[config.mk]
export PLATFORM = sky130hd
export DESIGN_NAME = fars_seq
export DESIGN_NICKNAME = d
export VERILOG_FILES = /design/src/hdl/fars_pkg.sv /design/src/hdl/fars_tick_if.sv /design/src/hdl/fars_seq.sv /design/src/hdl/fars_tick.sv
export VERILOG_INCLUDE_DIRS = /design/src /design/src/hdl
export SDC_FILE = /design/constraint.sdc
export NUM_CORES = 1
export LEC_CHECK = 0
export BUFFER_PORTS_ARGS = -buffer_cell sky130_fd_sc_hd__buf_2
export CAP_MARGIN = 15
export CORE_MARGIN = 2
export CORE_UTILIZATION = 26
export CTS_CLUSTER_SIZE = 12
export DETAILED_ROUTE_END_ITERATION = 7
export GPL_TIMING_DRIVEN = 0
export PLACE_DENSITY = 0.49
export RECOVER_POWER = 25
export SKIP_LAST_GASP = 1
export SYNTH_ARGS = -nofsm -noshare
export SYNTH_HDL_FRONTEND = slang
export SYNTH_SLANG_ARGS = --single-unit
[constraint.sdc]
create_clock -name clk -period 7.5 [get_ports clk]
set_clock_uncertainty 0.1 [all_clocks]
set_input_delay 1.5 -clock clk [delete_from_list [all_inputs] [get_ports clk]]
set_output_delay 1.5 -clock clk [all_outputs]
set_load 0.01 [all_outputs]
[src/hdl/fars_regs.svh]
// timing figures, limits and relay select codes for the restart sequencer
// assumes a single 40 MHz system clock
`ifndef FARS_REGS_SVH
`define FARS_REGS_SVH

`define FARS_CLK_HZ          40000000
`define FARS_UV_TRIP_MS      8
`define FARS_TICK_MS         100
`define FARS_CLR_MIN         10
`define FARS_CLR_TICKS       ((`FARS_CLR_MIN * 60 * 1000) / `FARS_TICK_MS)
`define FARS_RETRY_MAX_S     7200
`define FARS_ATTEMPT_MAX     4'ha
`define FARS_DS_MIN_DS       12'h00a
`define FARS_DS_MAX_DS       12'hbb8
`define FARS_FLASH_TICKS     3'h5
`define FARS_PWRUP_CYC       17'h00004
`define FARS_RSEL_FAULT      2'h0
`define FARS_RSEL_RESTART    2'h1
`define FARS_RSEL_RUN        2'h2
`define FARS_RSEL_OFF        2'h3

`endif

[src/hdl/fars_pkg.sv]
// types shared by the restart sequencer and its test bench
// assumes fars_regs.svh for the numeric constants
package fars_pkg;

    typedef enum logic [3:0] {
        FARS_F_NONE,
        FARS_F_SUPPLY_SAG,
        FARS_F_EXCESS_CURRENT,
        FARS_F_EXCESS_BUS_VOLTAGE,
        FARS_F_MOTOR_OVERLOAD,
        FARS_F_DRIVE_OVERLOAD,
        FARS_F_LOW_TORQUE,
        FARS_F_HIGH_TORQUE,
        FARS_F_INPUT_PHASE_MISSING,
        FARS_F_OUTPUT_PHASE_MISSING,
        FARS_F_EARTH_LEAK,
        FARS_F_OTHER
    } fars_fault_t;

    typedef enum logic [3:0] {
        FARS_S_PWRUP,
        FARS_S_IDLE,
        FARS_S_RUN,
        FARS_S_SAG,
        FARS_S_BASEBLOCK,
        FARS_S_RETRY,
        FARS_S_SEARCH,
        FARS_S_LOCKOUT,
        FARS_S_BLOCKED,
        FARS_S_DS_DELAY
    } fars_state_t;

endpackage

[src/hdl/fars_tick_if.sv]
// carries the 100 ms time base from the divider to the sequencer
// assumes both ends run on the same clock
`timescale 1ns/1ps
`default_nettype none
interface fars_tick_if;
    logic tick;
    modport src (output tick);
    modport snk (input tick);
endinterface
`default_nettype wire
[src/hdl/fars_seq.sv]
// fault and power-loss restart sequencer of a motor drive
// assumes run, reset and supply-loss come from pins; fault_strobe/fault_code from on-chip detectors on clk
`timescale 1ns/1ps
`default_nettype none
`include "fars_regs.svh"
module fars_seq
    import fars_pkg::*;
#(
    parameter int unsigned UV_TRIP_CYC = (`FARS_CLK_HZ / 1000) * `FARS_UV_TRIP_MS,
    parameter int unsigned TICK_CYC    = (`FARS_CLK_HZ / 1000) * `FARS_TICK_MS
) (
    input  wire logic        clk,
    input  wire logic        rst_n,
    input  wire logic        run_cmd,
    input  wire logic        reset_cmd,
    input  wire logic        supply_lost,
    input  wire logic        fault_strobe,
    input  wire fars_fault_t fault_code,
    input  wire logic        restart_en,
    input  wire logic [12:0] retry_time_s,
    input  wire logic [3:0]  max_attempts,
    input  wire logic [7:0]  min_bb_ds,
    input  wire logic [7:0]  search_delay_ds,
    input  wire logic        direct_start_en,
    input  wire logic [11:0] ds_delay_ds,
    input  wire logic [1:0]  relay_one_sel,
    input  wire logic [1:0]  relay_two_sel,
    input  wire logic [1:0]  relay_three_sel,
    output logic             output_enable,
    output logic             speed_search_req,
    output logic             fault_relay,
    output logic             fault_active,
    output fars_fault_t      fault_report,
    output logic             relay_one_contact,
    output logic             relay_two_contact,
    output logic             relay_three_contact,
    output logic             powerup_start_blocked_indication,
    output logic [3:0]       attempt_count
);
    localparam int unsigned UVW = $clog2(UV_TRIP_CYC + 1);

    function automatic logic limited_fault(input fars_fault_t c);
        return c inside {FARS_F_EXCESS_CURRENT, FARS_F_EXCESS_BUS_VOLTAGE, FARS_F_MOTOR_OVERLOAD,
                         FARS_F_DRIVE_OVERLOAD, FARS_F_LOW_TORQUE, FARS_F_HIGH_TORQUE,
                         FARS_F_INPUT_PHASE_MISSING, FARS_F_OUTPUT_PHASE_MISSING, FARS_F_EARTH_LEAK};
    endfunction

    function automatic logic relay_pick(input logic [1:0] sel, input logic flt, input logic rst_att,
                                        input logic run);
        unique case (sel)
            `FARS_RSEL_FAULT:   return flt;
            `FARS_RSEL_RESTART: return rst_att;
            `FARS_RSEL_RUN:     return run;
            `FARS_RSEL_OFF:     return 1'b0;
        endcase
    endfunction

    fars_tick_if tb ();
    fars_tick #(.TICK_CYC(TICK_CYC)) u_tick (.clk(clk), .rst_n(rst_n), .tb(tb));

    // pin synchronisers; first stage is read only by the second
    logic [2:0] sync1_reg;
    logic [2:0] sync2_reg;
    logic       rst_prev_reg;
    always_ff @(posedge clk or negedge rst_n) begin
        if (!rst_n) begin
            sync1_reg    <= '0;
            sync2_reg    <= '0;
            rst_prev_reg <= 1'b0;
        end else begin
            sync1_reg    <= {supply_lost, reset_cmd, run_cmd};
            sync2_reg    <= sync1_reg;
            rst_prev_reg <= sync2_reg[1];
        end
    end
    logic run_s;
    logic supply_s;
    logic reset_rise;
    assign run_s      = sync2_reg[0];
    assign supply_s   = sync2_reg[2];
    assign reset_rise = sync2_reg[1] & ~rst_prev_reg;

    fars_state_t state_reg, state_next;
    fars_fault_t code_reg, code_next;
    logic [16:0] tmr_reg, tmr_next;
    logic [12:0] clr_reg, clr_next;
    logic [UVW-1:0] uv_reg, uv_next;
    logic [3:0]  att_reg, att_next;
    logic [2:0]  fl_reg, fl_next;
    logic        flash_reg, flash_next;
    logic        fact_reg, fact_next;
    logic        ratt_reg, ratt_next;
    logic        oe_reg, ss_reg, fr_reg;
    logic [2:0]  rly_reg, rly_next;

    logic [3:0]  eff_max;
    logic [16:0] retry_ds;
    logic [16:0] extra_ds;
    logic [11:0] ds_eff;
    always_comb begin
        eff_max  = (max_attempts > `FARS_ATTEMPT_MAX) ? `FARS_ATTEMPT_MAX : max_attempts;
        retry_ds = 17'(retry_time_s) * 17'h0000a;
        extra_ds = (retry_ds > 17'(min_bb_ds)) ? retry_ds : 17'h0;
        ds_eff   = (ds_delay_ds < `FARS_DS_MIN_DS) ? `FARS_DS_MIN_DS :
                   (ds_delay_ds > `FARS_DS_MAX_DS) ? `FARS_DS_MAX_DS : ds_delay_ds;
    end

    always_comb begin
        state_next = state_reg;
        code_next  = code_reg;
        clr_next   = clr_reg;
        att_next   = att_reg;
        fact_next  = fact_reg;
        ratt_next  = ratt_reg;
        uv_next    = '0;
        unique case (state_reg)
            FARS_S_PWRUP: begin
                // wait for the synchronisers to carry the real run level
                if (tmr_reg >= `FARS_PWRUP_CYC) begin
                    if (run_s && direct_start_en) state_next = FARS_S_DS_DELAY;
                    else if (run_s)              state_next = FARS_S_BLOCKED;
                    else                         state_next = FARS_S_IDLE;
                end
            end
            FARS_S_IDLE:      if (run_s) state_next = FARS_S_RUN;
            FARS_S_RUN: begin
                if (supply_s) state_next = FARS_S_SAG;
                else if (!run_s) state_next = FARS_S_IDLE;
                if (tb.tick && att_reg != 4'h0) begin
                    clr_next = clr_reg + 13'h1;
                    if (clr_reg >= 13'(`FARS_CLR_TICKS - 1)) att_next = 4'h0;
                end
            end
            FARS_S_SAG: begin
                uv_next = (uv_reg >= UVW'(UV_TRIP_CYC)) ? uv_reg : uv_reg + UVW'(1);  // saturates, never wraps
                if (!supply_s) begin
                    if (restart_en) begin
                        state_next = FARS_S_BASEBLOCK;
                        code_next  = FARS_F_SUPPLY_SAG;
                        fact_next  = 1'b1;
                    end else begin
                        state_next = FARS_S_RUN;
                    end
                end else if (!restart_en && uv_reg >= UVW'(UV_TRIP_CYC)) begin
                    state_next = FARS_S_LOCKOUT;
                    code_next  = FARS_F_SUPPLY_SAG;
                    fact_next  = 1'b1;
                end
            end
            FARS_S_BASEBLOCK: begin
                if (tmr_reg >= 17'(min_bb_ds)) begin
                    fact_next = 1'b0;
                    if (code_reg == FARS_F_SUPPLY_SAG) begin
                        state_next = FARS_S_RETRY;
                        ratt_next  = 1'b1;
                    end else if (att_reg >= eff_max) begin
                        state_next = FARS_S_LOCKOUT;
                        fact_next  = 1'b1;
                    end else begin
                        state_next = FARS_S_RETRY;
                        att_next   = att_reg + 4'h1;
                        ratt_next  = 1'b1;
                    end
                end
            end
            FARS_S_RETRY:     if (tmr_reg >= extra_ds) state_next = FARS_S_SEARCH;
            FARS_S_SEARCH: begin
                if (tmr_reg >= 17'(search_delay_ds)) begin
                    state_next = run_s ? FARS_S_RUN : FARS_S_IDLE;
                    ratt_next  = 1'b0;
                    clr_next   = 13'h0;
                end
            end
            FARS_S_LOCKOUT: begin
                if (reset_rise) begin
                    state_next = FARS_S_IDLE;
                    fact_next  = 1'b0;
                    code_next  = FARS_F_NONE;
                end
            end
            FARS_S_BLOCKED:   if (!run_s) state_next = FARS_S_IDLE;
            FARS_S_DS_DELAY: begin
                if (!run_s) state_next = FARS_S_IDLE;
                else if (tmr_reg >= 17'(ds_eff)) state_next = FARS_S_RUN;
            end
        endcase
        // detector faults while the drive is live, about to be, or idle
        if (fault_strobe && fault_code != FARS_F_NONE &&
            state_reg inside {FARS_S_RUN, FARS_S_SAG, FARS_S_SEARCH, FARS_S_DS_DELAY, FARS_S_IDLE}) begin
            code_next = fault_code;
            fact_next = 1'b1;
            ratt_next = 1'b0;
            if (limited_fault(fault_code) || (fault_code == FARS_F_SUPPLY_SAG && restart_en))
                state_next = FARS_S_BASEBLOCK;
            else
                state_next = FARS_S_LOCKOUT;
        end
        if (reset_rise) att_next = 4'h0;
        if (state_next != state_reg)      tmr_next = 17'h0;
        else if (state_reg == FARS_S_PWRUP) tmr_next = tmr_reg + 17'h1;
        else if (tb.tick)                 tmr_next = tmr_reg + 17'h1;
        else                              tmr_next = tmr_reg;
        fl_next    = (state_reg != FARS_S_BLOCKED) ? 3'h0 :
                     (tb.tick ? ((fl_reg >= `FARS_FLASH_TICKS - 3'h1) ? 3'h0 : fl_reg + 3'h1) : fl_reg);
        flash_next = (state_next != FARS_S_BLOCKED) ? 1'b0 :
                     ((tb.tick && fl_reg >= `FARS_FLASH_TICKS - 3'h1) ? ~flash_reg : flash_reg);
        rly_next   = {relay_pick(relay_three_sel, state_next == FARS_S_LOCKOUT, ratt_next, state_next == FARS_S_RUN),
                      relay_pick(relay_two_sel,   state_next == FARS_S_LOCKOUT, ratt_next, state_next == FARS_S_RUN),
                      relay_pick(relay_one_sel,   state_next == FARS_S_LOCKOUT, ratt_next, state_next == FARS_S_RUN)};
    end

    always_ff @(posedge clk or negedge rst_n) begin
        if (!rst_n) begin
            state_reg <= FARS_S_PWRUP;
            code_reg  <= FARS_F_NONE;
            tmr_reg   <= 17'h0;
            clr_reg   <= 13'h0;
            uv_reg    <= '0;
            att_reg   <= 4'h0;
            fl_reg    <= 3'h0;
            flash_reg <= 1'b0;
            fact_reg  <= 1'b0;
            ratt_reg  <= 1'b0;
            oe_reg    <= 1'b0;
            ss_reg    <= 1'b0;
            fr_reg    <= 1'b0;
            rly_reg   <= 3'h0;
        end else begin
            state_reg <= state_next;
            code_reg  <= code_next;
            tmr_reg   <= tmr_next;
            clr_reg   <= clr_next;
            uv_reg    <= uv_next;
            att_reg   <= att_next;
            fl_reg    <= fl_next;
            flash_reg <= flash_next;
            fact_reg  <= fact_next;
            ratt_reg  <= ratt_next;
            oe_reg    <= (state_next == FARS_S_RUN);
            ss_reg    <= (state_next == FARS_S_SEARCH);
            fr_reg    <= (state_next == FARS_S_LOCKOUT);
            rly_reg   <= rly_next;
        end
    end

    assign output_enable                    = oe_reg;
    assign speed_search_req                 = ss_reg;
    assign fault_relay                      = fr_reg;
    assign fault_active                     = fact_reg;
    assign fault_report                     = code_reg;
    assign relay_one_contact                = rly_reg[0];
    assign relay_two_contact                = rly_reg[1];
    assign relay_three_contact              = rly_reg[2];
    assign powerup_start_blocked_indication = flash_reg;
    assign attempt_count                    = att_reg;
endmodule
`default_nettype wire

[src/hdl/fars_tick.sv]
// divider making a one-cycle pulse every TICK_CYC clocks
// assumes clk and rst_n of the sequencer
`timescale 1ns/1ps
`default_nettype none
module fars_tick #(
    parameter int unsigned TICK_CYC = 4000000
) (
    input  wire logic   clk,
    input  wire logic   rst_n,
    fars_tick_if.src    tb
);
    localparam int unsigned W = $clog2(TICK_CYC);

    logic [W-1:0] cnt_reg;
    logic [W-1:0] cnt_next;
    logic         tick_reg;
    logic         tick_next;

    always_comb begin
        tick_next = (cnt_reg == W'(TICK_CYC - 1));
        cnt_next  = tick_next ? '0 : cnt_reg + W'(1);
    end

    always_ff @(posedge clk or negedge rst_n) begin
        if (!rst_n) begin
            cnt_reg  <= '0;
            tick_reg <= 1'b0;
        end else begin
            cnt_reg  <= cnt_next;
            tick_reg <= tick_next;
        end
    end

    assign tb.tick = tick_reg;
endmodule
`default_nettype wire

# ---- Word level (Yosys, flattened, before mapping)
# Index checks and enable logic that the tools add are counted.
dict set report op_classes {
  n_addsub 6
  n_mul 1
  order_cmp 13
  eq_ne 48
  mux 70
  bitwise_logic 3
  n_reduce_logical 28
}
# op count
set ops {}
lappend ops {{4-bit 2-to-1 mux} 27}
lappend ops {{17-bit 2-to-1 mux} 4}
lappend ops {{4-bit by 3-bit == test with 1-bit output, second input constant} 10}
lappend ops {{4-bit one-hot mux with 10 select lines} 1}
lappend ops {{19-bit 2-to-1 mux} 2}
lappend ops {{17-bit by 8-bit >= comparator with 1-bit output} 2}
lappend ops {{13-bit 2-to-1 mux} 2}
lappend ops {{13-bit one-hot mux with 2 select lines} 1}
lappend ops {{12-bit 2-to-1 mux} 2}
lappend ops {{22-bit by 1-bit adder with 22-bit output, second input constant} 1}
lappend ops {{22-bit == test, second input constant} 1}
lappend ops {{22-bit 2-to-1 mux} 1}
lappend ops {{3-bit inequality test, second input constant} 7}
lappend ops {{4-bit by 2-bit == test with 1-bit output, second input constant} 5}
lappend ops {{4-bit == test, second input constant} 5}
lappend ops {{19-bit by 1-bit adder with 19-bit output, second input constant} 1}
lappend ops {{19-bit >= comparator, second input constant} 1}
lappend ops {{17-bit by 1-bit adder with 17-bit output, second input constant} 1}
lappend ops {{17-bit by 12-bit >= comparator with 1-bit output} 1}
lappend ops {{17-bit >= comparator} 1}
lappend ops {{17-bit by 3-bit >= comparator with 1-bit output, second input constant} 1}
lappend ops {{17-bit by 8-bit greater-than comparator with 1-bit output} 1}
lappend ops {{13-bit by 3-bit multiplier with 16-bit output, second input constant} 1}
lappend ops {{4-bit one-hot mux with 2 select lines} 2}
lappend ops {{38 further kinds} 88}
dict set report word_totals {
  ff_bits 103
  input_bits 63
  output_inout_bits 16
  wordCells 188
}

# ---- Logic depth before layout (Yosys ltp)
dict set report logic_depth {
  ltp_word 10
  mapped_depth 23
  depth_no_buf 21
}

# ---- Modules after synthesis
# Synthesis repeated with hierarchy kept, for this count alone.
dict set report hier_totals {
  hier_cells 870
  area_unflattened_um2 7778.7
}
# mod n_inst cells_per_inst area_each_um2 seq_area_each_um2
set modules_own_cells {}
lappend modules_own_cells {fars_seq 1 766 6703.9 2001.9}
lappend modules_own_cells {fars_tick 1 104 1074.8 575.6}

# ---- Worst setup path after synthesis
# Ideal clock, no wire load.
dict set report synth_path {
  path_type {in2reg}
  startpoint {input port retry_time_s[1]}
  endpoint {register tmr_reg[9]}
  setup_ns 0.095
  arrival_ns 5.915
  required_ns 7.305
  path_slack_ns 1.391
  cell_stages 23
  n_path_buf 2
  cell_sequence {ha_1 -> ha_1 -> inv_1 -> fa_1 -> nor2b_1 -> o21ai_0 -> a21oi_1 -> o41ai_1 -> o21ai_0 -> xnor2_1 -> nand4b_1 -> nand2_1 -> ha_1 -> a211oi_1 -> nor2_1 -> a2111oi_0 -> o21ai_0 -> nand2b_1 -> a21o_1 -> and3_1 -> buf_2 -> buf_2 -> nor4_4}
}
dict set report synth_between {
  elab_chain_cells 9
  elab_cells_between_ends 10
  cone_classes {1 x mul; 2 x order compare; 1 x eq/ne; 5 x mux; 1 x reduce/logical}
}
# item line_no
set synth_rtl {}
lappend synth_rtl {{start: declaration} fars_seq.sv:20} ;# input wire logic [12:0] retry_time_s,
lappend synth_rtl {{13-bit by 3-bit multiplier with 16-bit output (*)} fars_seq.sv:102} ;# retry_ds = 17'(retry_time_s) * 17'h0000a;
lappend synth_rtl {{17-bit by 8-bit greater-than comparator with 1-bit output} fars_seq.sv:103} ;# extra_ds = (retry_ds > 17'(min_bb_ds)) ? retry_ds : 17'h0;
lappend synth_rtl {{17-bit 2-to-1 mux (*)} fars_seq.sv:103}
lappend synth_rtl {{17-bit >= comparator (*)} fars_seq.sv:166} ;# FARS_S_RETRY: if (tmr_reg >= extra_ds) state_next = FARS_S_SEARCH;
lappend synth_rtl {{4-bit 2-to-1 mux (*)} fars_seq.sv:166}
lappend synth_rtl {{4-bit one-hot mux with 10 select lines (*)} fars_seq.sv:116} ;# unique case (state_reg)
lappend synth_rtl {{4-bit 2-to-1 mux (*)} fars_seq.sv:188} ;# if (fault_strobe && fault_code != FARS_F_NONE &&
lappend synth_rtl {{4-bit inequality test (*)} fars_seq.sv:199} ;# if (state_next != state_reg) tmr_next = 17'h0;
lappend synth_rtl {{3-bit nonzero test (no line) or 17-bit 2-to-1 mux (tied branches)} --}
lappend synth_rtl {{end signal: assignment} fars_seq.sv:231} ;# tmr_reg <= tmr_next;
lappend synth_rtl {{end: declaration} fars_seq.sv:85} ;# logic [16:0] tmr_reg, tmr_next;
# Mark *: on every way between the ends. The rest lies on a longest branch, timed or not.
# A chain may end at the register's enable or synchronous reset.

# ---- Final worst setup path
dict set report layout_path {
  startpoint {input port retry_time_s[1]}
  endpoint {register tmr_reg[15]}
}
dict set report layout_between {
  elab_chain_cells 9
  elab_cells_between_ends 10
  cone_classes {1 x mul; 2 x order compare; 1 x eq/ne; 5 x mux; 1 x reduce/logical}
}
# item line_no
set layout_rtl {}
lappend layout_rtl {{13-bit by 3-bit multiplier with 16-bit output (*)} fars_seq.sv:102}
lappend layout_rtl {{17-bit by 8-bit greater-than comparator with 1-bit output} fars_seq.sv:103}
lappend layout_rtl {{17-bit 2-to-1 mux (*)} fars_seq.sv:103}
lappend layout_rtl {{17-bit >= comparator (*)} fars_seq.sv:166}
lappend layout_rtl {{4-bit 2-to-1 mux (*)} fars_seq.sv:166}
lappend layout_rtl {{4-bit one-hot mux with 10 select lines (*)} fars_seq.sv:116}
lappend layout_rtl {{4-bit 2-to-1 mux (*)} fars_seq.sv:188}
lappend layout_rtl {{via state_next[1]} fars_seq.sv:83} ;# fars_state_t state_reg, state_next;
lappend layout_rtl {{4-bit inequality test (*)} fars_seq.sv:199}
lappend layout_rtl {{3-bit nonzero test (no line) or 17-bit 2-to-1 mux (tied branches)} --}
# Mark *: on every way through the listed nets, which the timed path passes. The rest lies on a longest branch.

==> impl_metrics.tcl <==
set metrics [dict create \
    finish.utilization_pct 30.4 \
    synth_area_per_cell_sq_um 8.98 \
    syn_area_sq_mm 0.00751 \
    grt_max_degree 41 \
    cp-end-kind "flip-flop" \
    first_pass_iters 6 \
    post_cts_buffers 0 \
    syn_inst 836 \
    post-route-cell-area_sq_mm 0.00869 \
    crit_fanout 10 \
    synth_compound_area_share_pct 14.0 \
    die_x_microns 174 \
    cap_violations 2 \
    h-tree-depth 3 \
    synth-adder-area-share_pct 14.8 \
    p_per_area_mw_per_mm2 138 \
    viasPerCell 4.77 \
    cts_buffers 9 \
    path_class "input pin to flip-flop" \
    largest_reg_flops 22 \
    start_kind "input pin" \
    layout-drive-gt1-share_pct 13.9 \
    wl_met1_mm 9.39 \
    die_h_microns 174 \
    wire_per_inst_microns 14.6 \
    synth.distinct_cells 73 \
    power_switching_uw 335 \
    placed_area_sq_mm 0.00843 \
    wl_mm 19.2 \
    p_seq_share_pct 46.4 \
    synth_top_cell_by_area "dfrtp_1" \
    violations "max-capacitance violations, max-slew violations" \
    synth_nets 987 \
    synth_area_leaders "dfrtp_1 34%, ha_1 14%, nand2_1 4.2%" \
    first_iter_violations 217 \
    rrSetupSlack_ns 3.59 \
    multi_input_area_sq_mm 0.00466 \
    final_cell_mix "103 x dfrtp_1, 87 x ha_1, 84 x nand2_1, 84 x buf_2, 82 x nor2_1" \
    regArea_sq_mm 0.00258 \
    grt_overflow 0 \
    dieArea_sq_mm 0.0303 \
    portBuffers 78 \
    slew_headroom_pct -50.6 \
    num_rows 62 \
    setup_viol 0 \
    combPwrFrac_pct 14.4 \
    top_layer_used "met4" \
    drtAntennaViolNets 0 \
    hold_violations 0 \
    final_common_cell "dfrtp_1" \
    clkTransAtPathRegs_ns 0.08 \
    wl_met2_mm 8.96 \
    num_antenna_cells 0 \
    vdd_drop_max_mv 0.0985 \
    yosysWarnings 0 \
    cts_buffer_depth 2 \
    p_leak_uw 0.00393 \
    synth-seq-cells 103 \
    status "finished with violations" \
    grt_pass1_wl_mm 31.6 \
    synth_top_flop_cell "dfrtp_1" \
    holdBufCountCts 0 \
    met3_wirelength_microns 501 \
    synth_edf_count 0 \
    cts_tree "built" \
    io_pins 79 \
    total_power_uw 1200 \
    initial_core_util_pct 26.3 \
    p_clk_share_pct 39.2 \
    synth_top_area_share_pct 34.3 \
    synthSimpleGateAreaFrac_pct 24.7 \
    hold_class "flip-flop to flip-flop" \
    slew_viol_final 69 \
    tns_ns 0 \
    worstMarginPinSlew_ns 2.26 \
    fin_crit_sh_pct 93.1 \
    final_nets 1078 \
    cts_sinks 103 \
    synth_mux_area_share_pct 0.833 \
    synth_xor_area_share_pct 7.81 \
    required_ns 7.63 \
    fillers 3097 \
    yosysSeqAreaShare_pct 34.3 \
    global_route.usage.total_pct 12.9 \
    intPower_uw 869 \
    sw_frac_of_total_pct 27.8 \
    root_buffer "clkbuf_16" \
    critPathArrivalTime_ns 7.11 \
    rsz0062_at_grt "false" \
    cts_resized 0 \
    dpl.hpwl_mm 14.9 \
    async_reset_ff_share_pct 100 \
    antenna_found_initial 0 \
    grt_pass1_vias 6138 \
    min_period_ns 6.98 \
    clk_latency_ns 0.36 \
    fmax_mhz 143 \
    core_sq_mm 0.0285 \
    syn_to_final_growth_pct 15.7 \
    synth_top_family_by_area "simple AND/OR/NAND/NOR gates" \
    gp_congestion 0.823 \
    vias 6278 \
    drc_errors 0 \
]
## final timing paths
check,start,end,cells after the start
max reg2reg,tmr_reg[0],tmr_reg[15],11
min reg2reg,sync1_reg[2],sync2_reg[2],0
min,sync1_reg[2],sync2_reg[2],0
max,retry_time_s[1],tmr_reg[15],23
min in group asynchronous,rst_n,rly_reg[2],1
max in group asynchronous,rst_n,tmr_reg[1],2
## layout make-up
class                           count  area share, %
Buffer                             21           1.24
Clock buffer                       10           2.75
Clock inverter                      6          0.576
Inverter                           43           1.86
Multi-Input combinational cell    669           53.7
Sequential cell                   103           29.7
Tap cell                          384           5.53
Timing Repair Buffer               80           4.74
## critical path: stages
cell and delay (ns):
buf_2 0.13, ha_1 0.29, ha_1 0.21, inv_1 0.07, fa_1 0.20, nor2b_1 0.06
o21ai_0 0.22, a21oi_1 0.15, o41ai_1 0.56, o21ai_0 0.27, xnor2_1 0.26, nand4b_1 0.32
and2_1 0.29, ha_1 0.27, nand2b_1 0.05, a21oi_1 0.14, a2111oi_0 0.07, o21ai_0 0.53
nand2_1 0.16, a32oi_1 0.38, o2bb2ai_1 0.43, buf_2 0.44, nor4_1 0.09
## cell families (layout without fill, tap and decap cells)
family | Yosys count | after routing
AO/OA/AOI/OAI | 159 | 159
adder cells (fa/ha/maj) | 88 | 88
XOR/XNOR | 67 | 67
flip-flops | 103 | 103
multiplexers | 6 | 6
AND/OR/NAND/NOR | 349 | 349
buffers and inverters | 64 | 160
## Yosys cell counts, types with 7 or more instances
master / count
inv_1: 43
o21ai_0: 39
buf_2: 8
nand4_1: 18
nor2_1: 82
nand2_1: 84
xnor2_1: 32
and2_1: 9
a21oi_1: 40
nor2b_1: 9
nor4_2: 9
nor4_1: 17
clkbuf_1: 11
nor3_1: 15
nand2b_1: 11
xor2_1: 35
a21o_1: 7
dfrtp_1: 103
and3_1: 16
or3_1: 11
nand3_1: 34
ha_1: 87
## per-layer routing
| layer | vias up | global-route usage [%] |
|---|---|---|
| li1 | 3211 | - |
| met5 | - | 0 |
| met3 | 17 | 1.44 |
| met4 | 0 | 4.20 |
| met2 | 79 | 21.3 |
| met1 | 2971 | 17.7 |
## stage by stage
step	cells	hold WS (ns)	worst slack, ns
finish	1316	0.258	0.518
global route	1316	0.264	0.0366
CTS	1316	0.259	0.548
detailed placement	1300	0.240	0.193
global placement	1298	0.237	0.163
floorplan	836	0.231	1.39
## power by group through the flow
| stage | sequential [uW] | combinational [uW] | clock, uW |
|---|---|---|---|
| floorplan | 569 | 110 | 0 |
| global placement | 570 | 173 | 0 |
| detailed placement | 570 | 178 | 0 |
| CTS | 558 | 180 | 490 |
| global route | 559 | 201 | 515 |
| finish | 558 | 174 | 471 |
No activity file was read; power rests on OpenSTA's default activity.
